<file path="config.mk">
export PLATFORM = sky130hd
export DESIGN_NAME = asp_ctrl
export DESIGN_NICKNAME = d
export VERILOG_FILES = /design/src/verilog/asp_ctrl.v
export VERILOG_INCLUDE_DIRS = /design/src /design/src/verilog
export SDC_FILE = /design/constraint.sdc
export NUM_CORES = 1
export LEC_CHECK = 0
export BUFFER_PORTS_ARGS = -buffer_cell sky130_fd_sc_hd__buf_2
export CAP_MARGIN = 30
export CORE_MARGIN = 10
export CORE_UTILIZATION = 52
export DETAILED_ROUTE_END_ITERATION = 16
export PLACE_DENSITY = 0.68
export REMOVE_ABC_BUFFERS = 1
export SETUP_SLACK_MARGIN = 0.1
export SLEW_MARGIN = 30
export SYNTH_ARGS = -nofsm -noshare
export SYNTH_HDL_FRONTEND = slang
export SYNTH_SLANG_ARGS = --single-unit
</file>
<file path="constraint.sdc">
create_clock -name clk_sys -period 3.9 [get_ports clk_sys]
set_clock_uncertainty 0.1 [all_clocks]
set_input_delay 0.78 -clock clk_sys [delete_from_list [all_inputs] [get_ports clk_sys]]
set_output_delay 0.78 -clock clk_sys [all_outputs]
set_load 0.005 [all_outputs]
</file>
<file path="src/verilog/asp_defs.vh">
`ifndef ASP_DEFS_VH
`define ASP_DEFS_VH
// Notes on behaviour
// RL1 - Serial input is sampled on each shift clock rise while chip select is low.
// RL2 - Serial output changes only on shift clock falls, one result bit per fall.
// RL3 - Result goes out MSB first, straight binary unipolar, two's complement bipolar.
// RL4 - Serial output is released (not driven) whenever chip select is high.
// RL5 - Host lowers chip select to talk; traffic is accepted only while it is low.
// RL6 - Internal clock mode: strobe low at conversion start, high when finished.
// RL7 - External clock mode: strobe high one shift clock period before MSB decision.
// RL8 - External clock mode: strobe is released whenever chip select is high.
// RL9 - External clock mode: shift clock falls step the successive approximation.
// RL10 - Reset low returns every piece of state to the power-on default.
// RL11 - Shutdown input low stops converting and holds the converter idle.
// RL12 - Leading zeros ignored; first one starts an 8-bit control byte.
// RL13 - Control byte bits 0..2 drive user outputs; reset forces them to zero.
// RL14 - Control byte bit 5 selects internal or external conversion clocking.

// ==========================================================
// Control byte layout
`define ASP_CB_BITS     8
`define ASP_CB_BIPOLAR  6
`define ASP_CB_CLKSEL   5
`define ASP_CB_UOUT_HI  2
`define ASP_CB_UOUT_LO  0
`define ASP_UOUT_RESET  3'h0

// ==========================================================
// Conversion and timing
`define ASP_RES_WIDTH   16
`define ASP_FIFO_DEPTH  32
`define ASP_SYS_CLK_NS  10
`define ASP_INT_CLK_NS  100
`define ASP_INT_DIV     ((`ASP_INT_CLK_NS + `ASP_SYS_CLK_NS - 1) / `ASP_SYS_CLK_NS)

`endif

</file>
<file path="src/verilog/asp_ctrl.v">
`timescale 1ns/1ps
`include "asp_defs.vh"

// ==========================================================
// Result FIFO
module asp_fifo #(
    parameter WIDTH = 16,
    parameter DEPTH = 32,
    parameter AW    = 5
) (
    // Clock and reset
    input  wire             clk_sys,
    input  wire             rstn,
    // Fill side
    input  wire             in_valid,
    output wire             in_ready,
    input  wire [WIDTH-1:0] in_data,
    // Drain side
    output wire             out_valid,
    input  wire             out_ready,
    output reg  [WIDTH-1:0] out_data
);
    reg [WIDTH-1:0] mem [0:DEPTH-1];
    reg [AW-1:0]    wr_ptr_r;
    reg [AW-1:0]    rd_ptr_r;
    reg [AW:0]      count_r;
    wire            push;
    wire            pop;

    assign in_ready  = (count_r != DEPTH[AW:0]);
    assign out_valid = (count_r != {(AW+1){1'b0}});
    assign push      = in_valid & in_ready;
    assign pop       = out_valid & out_ready;

    always @* begin
        out_data = mem[rd_ptr_r];
    end

    always @(posedge clk_sys) begin
        if (push) begin
            mem[wr_ptr_r] <= in_data;
        end
    end

    always @(posedge clk_sys or negedge rstn) begin
        if (!rstn) begin
            wr_ptr_r <= {AW{1'b0}};
            rd_ptr_r <= {AW{1'b0}};
            count_r  <= {(AW+1){1'b0}};
        end else begin
            if (push) begin
                wr_ptr_r <= (wr_ptr_r == DEPTH[AW-1:0] - 1'b1) ? {AW{1'b0}} : wr_ptr_r + 1'b1;
            end
            if (pop) begin
                rd_ptr_r <= (rd_ptr_r == DEPTH[AW-1:0] - 1'b1) ? {AW{1'b0}} : rd_ptr_r + 1'b1;
            end
            if (push && !pop) begin
                count_r <= count_r + 1'b1;
            end else if (pop && !push) begin
                count_r <= count_r - 1'b1;
            end
        end
    end
endmodule // asp_fifo

// ==========================================================
// Serial port and conversion control
module asp_ctrl #(
    parameter RES_W   = `ASP_RES_WIDTH,
    parameter DEPTH   = `ASP_FIFO_DEPTH,
    parameter INT_DIV = `ASP_INT_DIV
) (
    // Clock and reset
    input  wire             clk_sys,
    input  wire             rstn,
    // Serial port pins
    input  wire             cs_n,
    input  wire             sclk,
    input  wire             din,
    output reg              dout,
    output wire             dout_oe,
    output reg              conversion_strobe,
    output wire             conversion_strobe_oe,
    // Shutdown pin
    input  wire             shutdown_n,
    // User outputs
    output reg              user_output_0,
    output reg              user_output_1,
    output reg              user_output_2,
    // Converter front end
    output reg  [RES_W-1:0] dac_code,
    input  wire             cmp_above
);
    localparam [4:0] ST_IDLE    = 5'h01;
    localparam [4:0] ST_EXT_ARM = 5'h02;
    localparam [4:0] ST_EXT_STB = 5'h04;
    localparam [4:0] ST_EXT_BIT = 5'h08;
    localparam [4:0] ST_INT_BIT = 5'h10;
    localparam [3:0] MSB_IDX    = RES_W[3:0] - 4'h1;

    // Pins are brought into the clk_sys domain by two flip-flops.
    reg  [3:0]       sync1_r;
    reg  [3:0]       sync2_r;
    reg              sclk_d_r;
    wire             cs_s   = sync2_r[0];
    wire             sclk_s = sync2_r[1];
    wire             din_s  = sync2_r[2];
    wire             sd_s   = ~sync2_r[3];
    wire             rise   = sclk_s & ~sclk_d_r & ~cs_s;
    wire             fall   = ~sclk_s & sclk_d_r & ~cs_s;

    reg  [4:0]       state_r;
    reg              ext_r;
    reg              bip_r;
    reg              rx_act_r;
    reg  [6:0]       rx_sh_r;
    reg  [2:0]       rx_cnt_r;
    reg  [3:0]       idx_r;
    reg  [RES_W-1:0] res_r;
    reg  [7:0]       div_r;
    reg  [RES_W-1:0] tx_sh_r;
    reg  [4:0]       tx_cnt_r;
    reg              push_r;
    reg  [RES_W-1:0] push_data_r;

    wire [7:0]       cb      = {rx_sh_r, din_s};
    wire             cb_done = rise & rx_act_r & (rx_cnt_r == 3'h7);
    wire             tick    = (div_r == INT_DIV[7:0] - 8'h01);
    wire             fifo_in_ready;
    wire             fifo_valid;
    wire [RES_W-1:0] fifo_data;
    wire             tx_load = fall & (state_r == ST_IDLE) & (tx_cnt_r == 5'h00) & fifo_valid;
    wire             dec_bit = cmp_above;

    // Marks the result bit decided from the comparator, with the MSB inverted when bipolar.
    function out_bit;
        input [3:0] idx;
        input       b;
        input       bip;
        begin
            out_bit = (idx == MSB_IDX) ? (b ^ bip) : b; // see RL3
        end
    endfunction

    assign dout_oe              = ~cs_s;              // see RL4
    assign conversion_strobe_oe = ~(ext_r & cs_s);    // see RL8

    always @(posedge clk_sys or negedge rstn) begin
        if (!rstn) begin
            sync1_r  <= 4'h9;
            sync2_r  <= 4'h9;
            sclk_d_r <= 1'b0;
        end else begin
            sync1_r  <= {shutdown_n, din, sclk, cs_n};
            sync2_r  <= sync1_r;
            sclk_d_r <= sclk_s;
        end
    end

    // ==========================================================
    // Control byte reception, conversion and serial output
    always @(posedge clk_sys or negedge rstn) begin
        if (!rstn) begin // see RL10
            state_r           <= ST_IDLE;
            ext_r             <= 1'b0;
            bip_r             <= 1'b0;
            rx_act_r          <= 1'b0;
            rx_sh_r           <= 7'h00;
            rx_cnt_r          <= 3'h0;
            idx_r             <= 4'h0;
            res_r             <= {RES_W{1'b0}};
            div_r             <= 8'h00;
            tx_sh_r           <= {RES_W{1'b0}};
            tx_cnt_r          <= 5'h00;
            push_r            <= 1'b0;
            push_data_r       <= {RES_W{1'b0}};
            dac_code          <= {RES_W{1'b0}};
            dout              <= 1'b0;
            conversion_strobe <= 1'b1;
            user_output_0     <= 1'b0; // see RL13
            user_output_1     <= 1'b0;
            user_output_2     <= 1'b0;
        end else begin
            push_r <= 1'b0;
            div_r  <= (tick || state_r != ST_INT_BIT) ? 8'h00 : div_r + 8'h01;
            if (cs_s) begin
                rx_act_r <= 1'b0; // see RL5
            end else if (rise) begin // see RL1
                if (!rx_act_r) begin
                    if (din_s) begin // see RL12
                        rx_act_r <= 1'b1;
                        rx_sh_r  <= 7'h01;
                        rx_cnt_r <= 3'h1;
                    end
                end else begin
                    rx_sh_r  <= cb[6:0];
                    rx_cnt_r <= rx_cnt_r + 3'h1;
                    if (cb_done) begin
                        rx_act_r <= 1'b0;
                    end
                end
            end
            case (state_r)
                ST_EXT_ARM: begin
                    if (fall) begin // see RL7
                        conversion_strobe <= 1'b1;
                        state_r           <= ST_EXT_STB;
                    end
                end
                ST_EXT_STB: begin
                    if (fall) begin
                        conversion_strobe <= 1'b0;
                        dac_code          <= {1'b1, {(RES_W-1){1'b0}}};
                        state_r           <= ST_EXT_BIT;
                    end
                end
                ST_EXT_BIT: begin
                    if (fall) begin // see RL9
                        res_r[idx_r] <= dec_bit;
                        dout         <= out_bit(idx_r, dec_bit, bip_r); // see RL2
                        dac_code     <= (res_r | (dec_bit ? ({{(RES_W-1){1'b0}}, 1'b1} << idx_r) : {RES_W{1'b0}}))
                                        | ({{(RES_W-1){1'b0}}, 1'b1} << (idx_r - 4'h1));
                        idx_r        <= idx_r - 4'h1;
                        if (idx_r == 4'h0) begin
                            state_r  <= ST_IDLE;
                            rx_act_r <= 1'b0;
                        end
                    end
                end
                ST_INT_BIT: begin
                    if (tick) begin
                        res_r[idx_r] <= dec_bit;
                        dac_code     <= (res_r | (dec_bit ? ({{(RES_W-1){1'b0}}, 1'b1} << idx_r) : {RES_W{1'b0}}))
                                        | ({{(RES_W-1){1'b0}}, 1'b1} << (idx_r - 4'h1));
                        idx_r        <= idx_r - 4'h1;
                        if (idx_r == 4'h0) begin
                            push_r            <= 1'b1;
                            push_data_r       <= {res_r[RES_W-1] ^ bip_r, res_r[RES_W-2:1], dec_bit};
                            conversion_strobe <= 1'b1; // see RL6
                            state_r           <= ST_IDLE;
                            rx_act_r          <= 1'b0;
                        end
                    end
                end
                default: begin
                    conversion_strobe <= ~ext_r;
                    if (tx_load) begin // see RL2
                        dout     <= fifo_data[RES_W-1]; // see RL3
                        tx_sh_r  <= {fifo_data[RES_W-2:0], 1'b0};
                        tx_cnt_r <= RES_W[4:0] - 5'h01;
                    end else if (fall && tx_cnt_r != 5'h00) begin
                        dout     <= tx_sh_r[RES_W-1];
                        tx_sh_r  <= {tx_sh_r[RES_W-2:0], 1'b0};
                        tx_cnt_r <= tx_cnt_r - 5'h01;
                    end
                end
            endcase
            // A new control byte aborts any conversion in progress and starts again, unless in shutdown or, for internal clocking, with the FIFO full.
            if (cb_done) begin
                user_output_0 <= cb[`ASP_CB_UOUT_LO];     // see RL13
                user_output_1 <= cb[`ASP_CB_UOUT_LO + 1];
                user_output_2 <= cb[`ASP_CB_UOUT_HI];
                bip_r         <= cb[`ASP_CB_BIPOLAR];
                ext_r         <= ~cb[`ASP_CB_CLKSEL];     // see RL14
                res_r         <= {RES_W{1'b0}};
                idx_r         <= MSB_IDX;
                if (sd_s) begin
                    state_r <= ST_IDLE;
                end else if (!cb[`ASP_CB_CLKSEL]) begin
                    conversion_strobe <= 1'b0;
                    state_r           <= ST_EXT_ARM;
                end else if (fifo_in_ready) begin
                    conversion_strobe <= 1'b0;            // see RL6
                    dac_code          <= {1'b1, {(RES_W-1){1'b0}}};
                    state_r           <= ST_INT_BIT;
                end else begin
                    state_r <= ST_IDLE;
                end
            end else if (sd_s && state_r != ST_IDLE) begin // see RL11
                state_r           <= ST_IDLE;
                conversion_strobe <= ~ext_r;
            end
        end
    end

    asp_fifo #(
        .WIDTH (RES_W),
        .DEPTH (DEPTH),
        .AW    (5)
    ) u_fifo (
        .clk_sys   (clk_sys),
        .rstn      (rstn),
        .in_valid  (push_r),
        .in_ready  (fifo_in_ready),
        .in_data   (push_data_r),
        .out_valid (fifo_valid),
        .out_ready (tx_load),
        .out_data  (fifo_data)
    );
endmodule // asp_ctrl

</file>
==> flow_summary.toml, run 1 <==
[worst_setup_path]
crit_fanout = 13
ff2ff_setup_slack_ns = 0.41
timing.rr.end = "u_fifo.count_r[5]$_DFFE_PN0P_"
reg2reg_depth = 14
crit_path_end_kind = "flip-flop"
start_kind = "flip-flop"
worstSetupPathType = "flip-flop to flip-flop"
cp.arrival_ns = 3.85
timing.rr.start = "u_fifo.count_r[1]$_DFFE_PN0P_"
cp.required_ns = 4.26

[cts]
cts_tree = "built"
cts_root_buffer = "clkbuf_16"
clk_latency_ns = 0.59
cts_buffers = 66
htreeDepth = 3
cts_sinks = 640
postCtsHoldBufs = 0
clk_path_buf_depth = 3
cts_resized = 0
clkTransAtPathRegs_ns = 0.06
postCtsSetupRepairBufs = 0

[cells_and_area]
antenna_cells = 0
regArea_sq_um = 18600
final_nets = 1709
layout-drive-gt1-share_pct = 18.8
final_area_sq_um = 29500
syn_to_final_growth_pct = 12.9
multi_input_area_sq_um = 7050
fillerInstances = 3683

[global_route]
grt_overflow = 0
antenna_found_initial = 1
grt_pass1_vias = 14163
grt_pass1_wl_mm = 89.1
grt_max_degree = 110
grt_usage_pct = 19.8

[yosys]
syn_avg_cell_area_sq_um = 16.3
ys_seq_elements = 640
synthFlopType = "edfxtp_1"
ys_top_cells_by_area = "edfxtp_1, dfrtp_1, mux4_2, mux2i_1, a22oi_1"
ys_warn_count = 0
synthCells = 1605
yosys.area.top_type = "edfxtp_1"
syn-cell-area_sq_um = 26200
synth_seq_area_share_pct = 71.0
synth_cell_types = 75
ys_async_sr_fraction_pct = 20.0
yosysTopAreaCellShare_pct = 58.8
synth_edf_count = 512

[timing]
worst_pin_slew_ns = 0.898
fmax_mhz = 286
finalWorstSetupSlack_ns = 0.405
setup_violations = 0
rsz0062_at_grt = "no"
slew_violations = 0
max_slew_margin_pct = 40.1
post-route-period-util_pct = 89.6
hold_ws_ns = 0.118
fin_crit_ns = 3.49
timing.final.hold_violations = 0

[floorplan]
die_height_um = 244
start_util_pct = 52.4
rows = 82
die_area_sq_um = 59700
io_pins = 30
core_area_sq_um = 50000
dieWidth_um = 244

[drt]
wl_met3_mm = 3.75
wl_per_cell_um = 24.5
drc = 0
routed.top_layer = "met4"
vias_per_cell = 5.94
vias = 14282
first_pass_iters = 5
drt_iter0_drc = 1458
met1_length_mm = 25.4
routed_wl_mm = 59.0
met2_length_mm = 28.4
postRouteAntennaNets = 0

[run_status]
status = "completed"

[placement]
portBuffers = 29
dpl_cell_area_sq_um = 27300
hpwl_mm = 35.7
gp_congestion = 0.869
pre_cts_ws_ns = 0.394

[power]
power_density_nw_per_um2 = 470
pwr-share-seq_pct = 52.9
comb_power_share_pct = 0.5
leakagePower_nw = 9.15
vdd_drop_max_mv = 0.296
internal_power_mw = 11.2
power.total_mw = 13.9
power.switching_mw = 2.66
p_clk_share_pct = 46.6
switching_share_pct = 19.2

[job]
maxCapViolations = 0

[hold_path]
worstHoldPathType = "primary input to asynchronous set/reset pin"
metal layers:
layer,global-route usage (%),vias to the layer above
met5,0,-
met4,7.00,0
met3,3.78,87
met2,31.3,437
met1,27.1,7369
li1,-,6389
cell type report:
| class | instances | area share (%) |
|---|---|---|
| inverter | 25 | 0.318 |
| multi-input combinational | 849 | 23.9 |
| tap | 672 | 2.85 |
| timing repair buffer | 96 | 2.44 |
| clock inverter | 36 | 1.49 |
| sequential | 640 | 63.0 |
| clock buffer | 86 | 6.09 |
critical path, stage by stage, from the launching register on:
cell and delay (ns):
dfrtp_1 0.42, or4_1 0.55, or3_1 0.34, nand2_1 0.14, nor2_4 0.06, inv_2 0.18
ha_1 0.30, inv_1 0.16, ha_1 0.29, a21o_1 0.17, a21oi_1 0.21, nor2_1 0.08
nand4_1 0.10, o211ai_1 0.12, xor2_1 0.16
stage by stage:
| step | cells | utilization [%] | setup TNS (ns) |
|---|---|---|---|
| final | 2404 | 59.1 | 0 |
| after global routing | 2404 | 59.1 | 0 |
| after CTS | 2404 | 59.1 | 0 |
| after detailed placement | 2282 | 54.6 | 0 |
| after global placement | 2282 | 54.6 | 0 |
| after floorplan | 1514 | - | -82.85 |
worst max-delay path by stage:
stage                                    from                             to  cells past startpoint
4_1_cts         u_fifo.count_r[1]$_DFFE_PN0P_  u_fifo.count_r[5]$_DFFE_PN0P_                     14
2_1_floorplan  u_fifo.rd_ptr_r[0]$_DFFE_PN0P_        tx_sh_r[15]$_DFFE_PN0P_                      4
5_1_grt         u_fifo.count_r[0]$_DFFE_PN0P_  u_fifo.count_r[5]$_DFFE_PN0P_                     14
3_3_place_gp    u_fifo.count_r[1]$_DFFE_PN0P_  u_fifo.count_r[5]$_DFFE_PN0P_                     14
6_report        u_fifo.count_r[1]$_DFFE_PN0P_  u_fifo.count_r[5]$_DFFE_PN0P_                     14
3_5_place_dp    u_fifo.count_r[1]$_DFFE_PN0P_  u_fifo.count_r[5]$_DFFE_PN0P_                     14
state kept, by name, summed over array words and instances (netlist names), 6 cells and up:
signal          cells
u_fifo.mem        512
dac_code           16
push_data_r        16
res_r              16
tx_sh_r            15
div_r               8
rx_sh_r             6
u_fifo.count_r      6
layout by cell type (no fill, tap or decap), types with 6 or more instances in the layout:
cell	netlist	final
mux4_2	73	73
nand2_1	122	122
clkinv_1	0	9
a31oi_1	7	7
nand3b_1	9	9
and3_1	15	15
mux2_2	19	19
clkbuf_16	0	67
o21ai_1	18	18
mux2i_1	155	155
nor2_1	101	100
a21oi_1	18	18
dfstp_2	6	6
buf_2	22	28
a22oi_1	70	70
buf_4	16	62
o21ai_0	30	30
xnor2_1	8	8
and2_1	7	7
a221o_1	11	11
edfxtp_1	512	512
nand3_1	50	50
nor2b_1	9	7
o2111ai_1	13	13
ha_1	23	23
xor2_1	9	9
dfrtp_1	122	115
clkbuf_1	40	14
bufinv_16	0	9
inv_1	22	22
a22o_1	8	8
clkinv_2	0	10
power by group through the flow:
stage / registers [mW] / clock network [mW] / logic [mW]
after floorplan: 7.47 / 0 / 0.0289
after global placement: 7.48 / 0 / 0.0705
after detailed placement: 7.48 / 0 / 0.0745
after CTS: 7.34 / 6.57 / 0.0746
after global routing: 7.34 / 6.87 / 0.0819
final: 7.34 / 6.47 / 0.0715
cells in the mapped netlist, drive strengths merged, types with 2 or more instances:
| master | instances |
|---|---|
| or3 | 4 |
| dfrtp | 122 |
| nand4 | 2 |
| and3 | 16 |
| nand2b | 4 |
| o31ai | 2 |
| nor4 | 4 |
| edfxtp | 512 |
| mux2 | 20 |
| nand3b | 9 |
| nor3b | 3 |
| mux4 | 73 |
| buf | 50 |
| or3b | 5 |
| mux2i | 155 |
| a21oi | 18 |
| clkbuf | 41 |
| a22oi | 70 |
| a22o | 8 |
| a32o | 2 |
| nor2b | 9 |
| xor2 | 9 |
| xnor2 | 8 |
| a41o | 2 |
| inv | 25 |
| nand3 | 52 |
| or2 | 3 |
| dfstp | 6 |
| nor2 | 102 |
| nor3 | 5 |
| or4 | 3 |
| nand2 | 122 |
| a21o | 5 |
| a221oi | 2 |
| o21ai | 48 |
| a31oi | 7 |
| a211oi | 4 |
| a311o | 2 |
| o2111ai | 13 |
| and2 | 7 |
| o211ai | 3 |
| ha | 23 |
| a221o | 11 |
cells by family after synthesis:
kind of cell               after synthesis  synth area share, %
muxes                                  248                 13.1
AOI/OAI and AO/OA                      207                 5.69
adders and majority gates               24                 1.18
DFF                                    640                 71.0
xor gates and xnor gates                17                0.569
and+or+nand+nor                        353                 6.41
buffers and inverters                  116                 2.06
No activity file was read; power rests on OpenSTA's default activity.
==> run 2, diff against run 1 <==
--- a/config.mk
+++ b/config.mk
@@ -9,9 +9,10 @@
 export BUFFER_PORTS_ARGS = -buffer_cell sky130_fd_sc_hd__buf_2
 export CAP_MARGIN = 30
 export CORE_MARGIN = 10
-export CORE_UTILIZATION = 52
+export CORE_UTILIZATION = 50
 export DETAILED_ROUTE_END_ITERATION = 16
-export PLACE_DENSITY = 0.68
+export PLACE_DENSITY = 0.65
+export RECOVER_POWER = 100
 export REMOVE_ABC_BUFFERS = 1
 export SETUP_SLACK_MARGIN = 0.1
 export SLEW_MARGIN = 30
==> constraint.sdc (replaced) <==
create_clock -name clk_sys -period 3.9 [get_ports clk_sys]
set_clock_uncertainty 0.1 [all_clocks]
set_input_delay 0.39 -clock clk_sys [delete_from_list [all_inputs] [get_ports clk_sys]]
set_output_delay 0.39 -clock clk_sys [all_outputs]
set_load 0.005 [all_outputs]
==> run 2 against run 1 <==
Effect of this change: the flow now finishes with violations (capacitance limit, slew limit); first-iteration DRC count is 0.82% lower; global-route usage decreased by 0.72 points; power fell by 0.85%; flip-flop and latch count stayed put; cell count rose by 1.1%; die area is 3.7% higher; maximum frequency shrank 3.1%; clock power is 2% lower; worst hold slack gained 0.091 ns; routed wire length grew 1.7%; via count is 0.99% higher; critical path type unchanged; critical endpoint unchanged.
==> flow_summary.toml, run 2 (synthesis gave the netlist of run 1 again) <==
[placement]
dp.cells = 2305
hpwl_mm = 37.6
portBuffers = 29
gp_congestion = 0.843
dpl_cell_area_sq_um = 27400

[floorplan]
start_util_pct = 50.7
dieWidth_um = 249
core_area_sq_um = 51600
die_height_um = 249
die_area_sq_um = 61900
rows = 83
io_pins = 30

[timing]
max_slew_margin_pct = -51.8
hold_ws_ns = 0.209
slew_violations = 254
fin_crit_ns = 3.61
setup_violations = 0
post-route-period-util_pct = 92.5
worst_pin_slew_ns = 2.28
timing.final.hold_violations = 0
rsz0062_at_grt = "no"
fmax_mhz = 277

[run_status]
violations = "capacitance limit, slew limit"
status = "finished with violations"

[power]
comb_power_share_pct = 0.5
pwr-share-seq_pct = 53.3
vdd_drop_max_mv = 0.301
power.switching_mw = 2.64
switching_share_pct = 19.2
p_clk_share_pct = 46.1
internal_power_mw = 11.1
power_density_nw_per_um2 = 469
leakagePower_nw = 8.93
power.total_mw = 13.8

[cells_and_area]
mostFrequentLayoutCells = "edfxtp_1, mux2i_1, nand2_1"
layout-drive-gt1-share_pct = 14.7
final_nets = 1729
largest_reg_flops = 512
final_common_cell = "edfxtp_1"
largest_register = "u_fifo.mem"
utilization_pct = 56.8
final_cells = 2430
final_area_sq_um = 29300
syn_to_final_growth_pct = 12.1
antenna_cells = 0

[worst_setup_path]
start_kind = "flip-flop"
crit_fanout = 9
crit_path_end_kind = "flip-flop"
worstSetupPathType = "flip-flop to flip-flop"
cp.required_ns = 4.26
cp.arrival_ns = 3.96

[cts]
clk_path_buf_depth = 3
postCtsSetupRepairBufs = 0
cts_root_buffer = "clkbuf_16"
cts_resized = 0
cts_tree = "built"
htreeDepth = 3
clk_latency_ns = 0.60
cts_sinks = 640
clkTransAtPathRegs_ns = 0.06
cts_buffers = 66

[global_route]
antenna_found_initial = 2
grt_pass1_vias = 14463
grt_pass1_wl_mm = 90.5
grt_max_degree = 87
grt_overflow = 0
grt_usage_pct = 19.1

[job]
maxCapViolations = 6

[hold_path]
worstHoldPathType = "primary input to flip-flop"

[drt]
vias_per_cell = 5.94
wl_per_cell_um = 24.7
drc = 0
routed_wl_mm = 60.0
postRouteAntennaNets = 0
first_pass_iters = 5
drt_iter0_drc = 1446
vias = 14423
## run 2: cell types whose count changed in the layout (fill, tap and decap cells not counted), sizes merged
cell         change
buf             -63
bufinv           -2
clkbuf          +80
clkinv           -2
clkinvlp         +3
dlygate4sd3      +5
inv              -3
## run 2: final timing paths
check / from / endpoint / slack, ns / depth (start not counted)
worst min register to register: sync1_r[1]$_DFF_PN0_ / sync2_r[1]$_DFF_PN0_ / 0.26 / 0
worst min-delay path: cmp_above / res_r[0]$_DFFE_PN0P_ / 0.21 / 3
worst max register to register: u_fifo.count_r[1]$_DFFE_PN0P_ / u_fifo.count_r[5]$_DFFE_PN0P_ / 0.29 / 13
worst max-delay path: u_fifo.count_r[1]$_DFFE_PN0P_ / u_fifo.count_r[5]$_DFFE_PN0P_ / 0.29 / 13
min in group asynchronous: rstn / dac_code[9]$_DFF_PN0_ / 0.90 / 2
max in group asynchronous: rstn / div_r[0]$_DFF_PN0_ / 0.88 / 3
## run 2: routing by layer
| metal | global-route usage [%] | part of all wire, % | up-vias |
|---|---|---|---|
| li1 | - | - | 6424 |
| met4 | 6.30 | 2.5 | 0 |
| met5 | 0 | 0 | - |
| met3 | 4.15 | 6.8 | 92 |
| met1 | 25.0 | 42 | 7462 |
| met2 | 31.0 | 49 | 445 |
## run 2: power groups by stage
| stage | clock network, mW | registers [mW] | logic [mW] |
|---|---|---|---|
| after CTS | 6.47 | 7.34 | 0.0796 |
| after floorplan | 0 | 7.47 | 0.0289 |
| after detailed placement | 0 | 7.48 | 0.0748 |
| after global placement | 0 | 7.48 | 0.0712 |
| after global routing | 6.75 | 7.34 | 0.0883 |
| final | 6.35 | 7.34 | 0.0751 |
## run 2: what timing repair did
item | in CTS | in global routing
hold buffers | 5 | 0
endpoints found under the setup margin | 0 | 0
endpoints found under the hold margin | 85 | 0
## run 2: critical path: stages (launching register included)
cell and delay, ns:
dfrtp_1 0.42, or4_1 0.55, or3b_1 0.43, nand2_1 0.18
inv_1 0.16, ha_1 0.28, inv_1 0.20, ha_1 0.28
a21o_1 0.18, a21oi_1 0.24, nor2_1 0.10, nand4_1 0.10
o211ai_1 0.10, xor2_1 0.15
## run 2: metrics by stage
step           setup TNS, ns  worst slack (ns)
5_1_grt                    0            0.0992
4_1_cts                    0             0.374
2_1_floorplan         -82.85             -4.18
3_5_place_dp               0             0.381
6_report                   0             0.294
3_3_place_gp               0             0.504
## run 2: area by class of cell
class                      instances  area [sq um]
tap                              680           851
fill                            3980         22300
multi-input combinational        849          6990
sequential                       640         18600
clock inverter                    32           359
clock buffer                      88          1830
timing repair buffer             116           611
inverter                          25          93.8
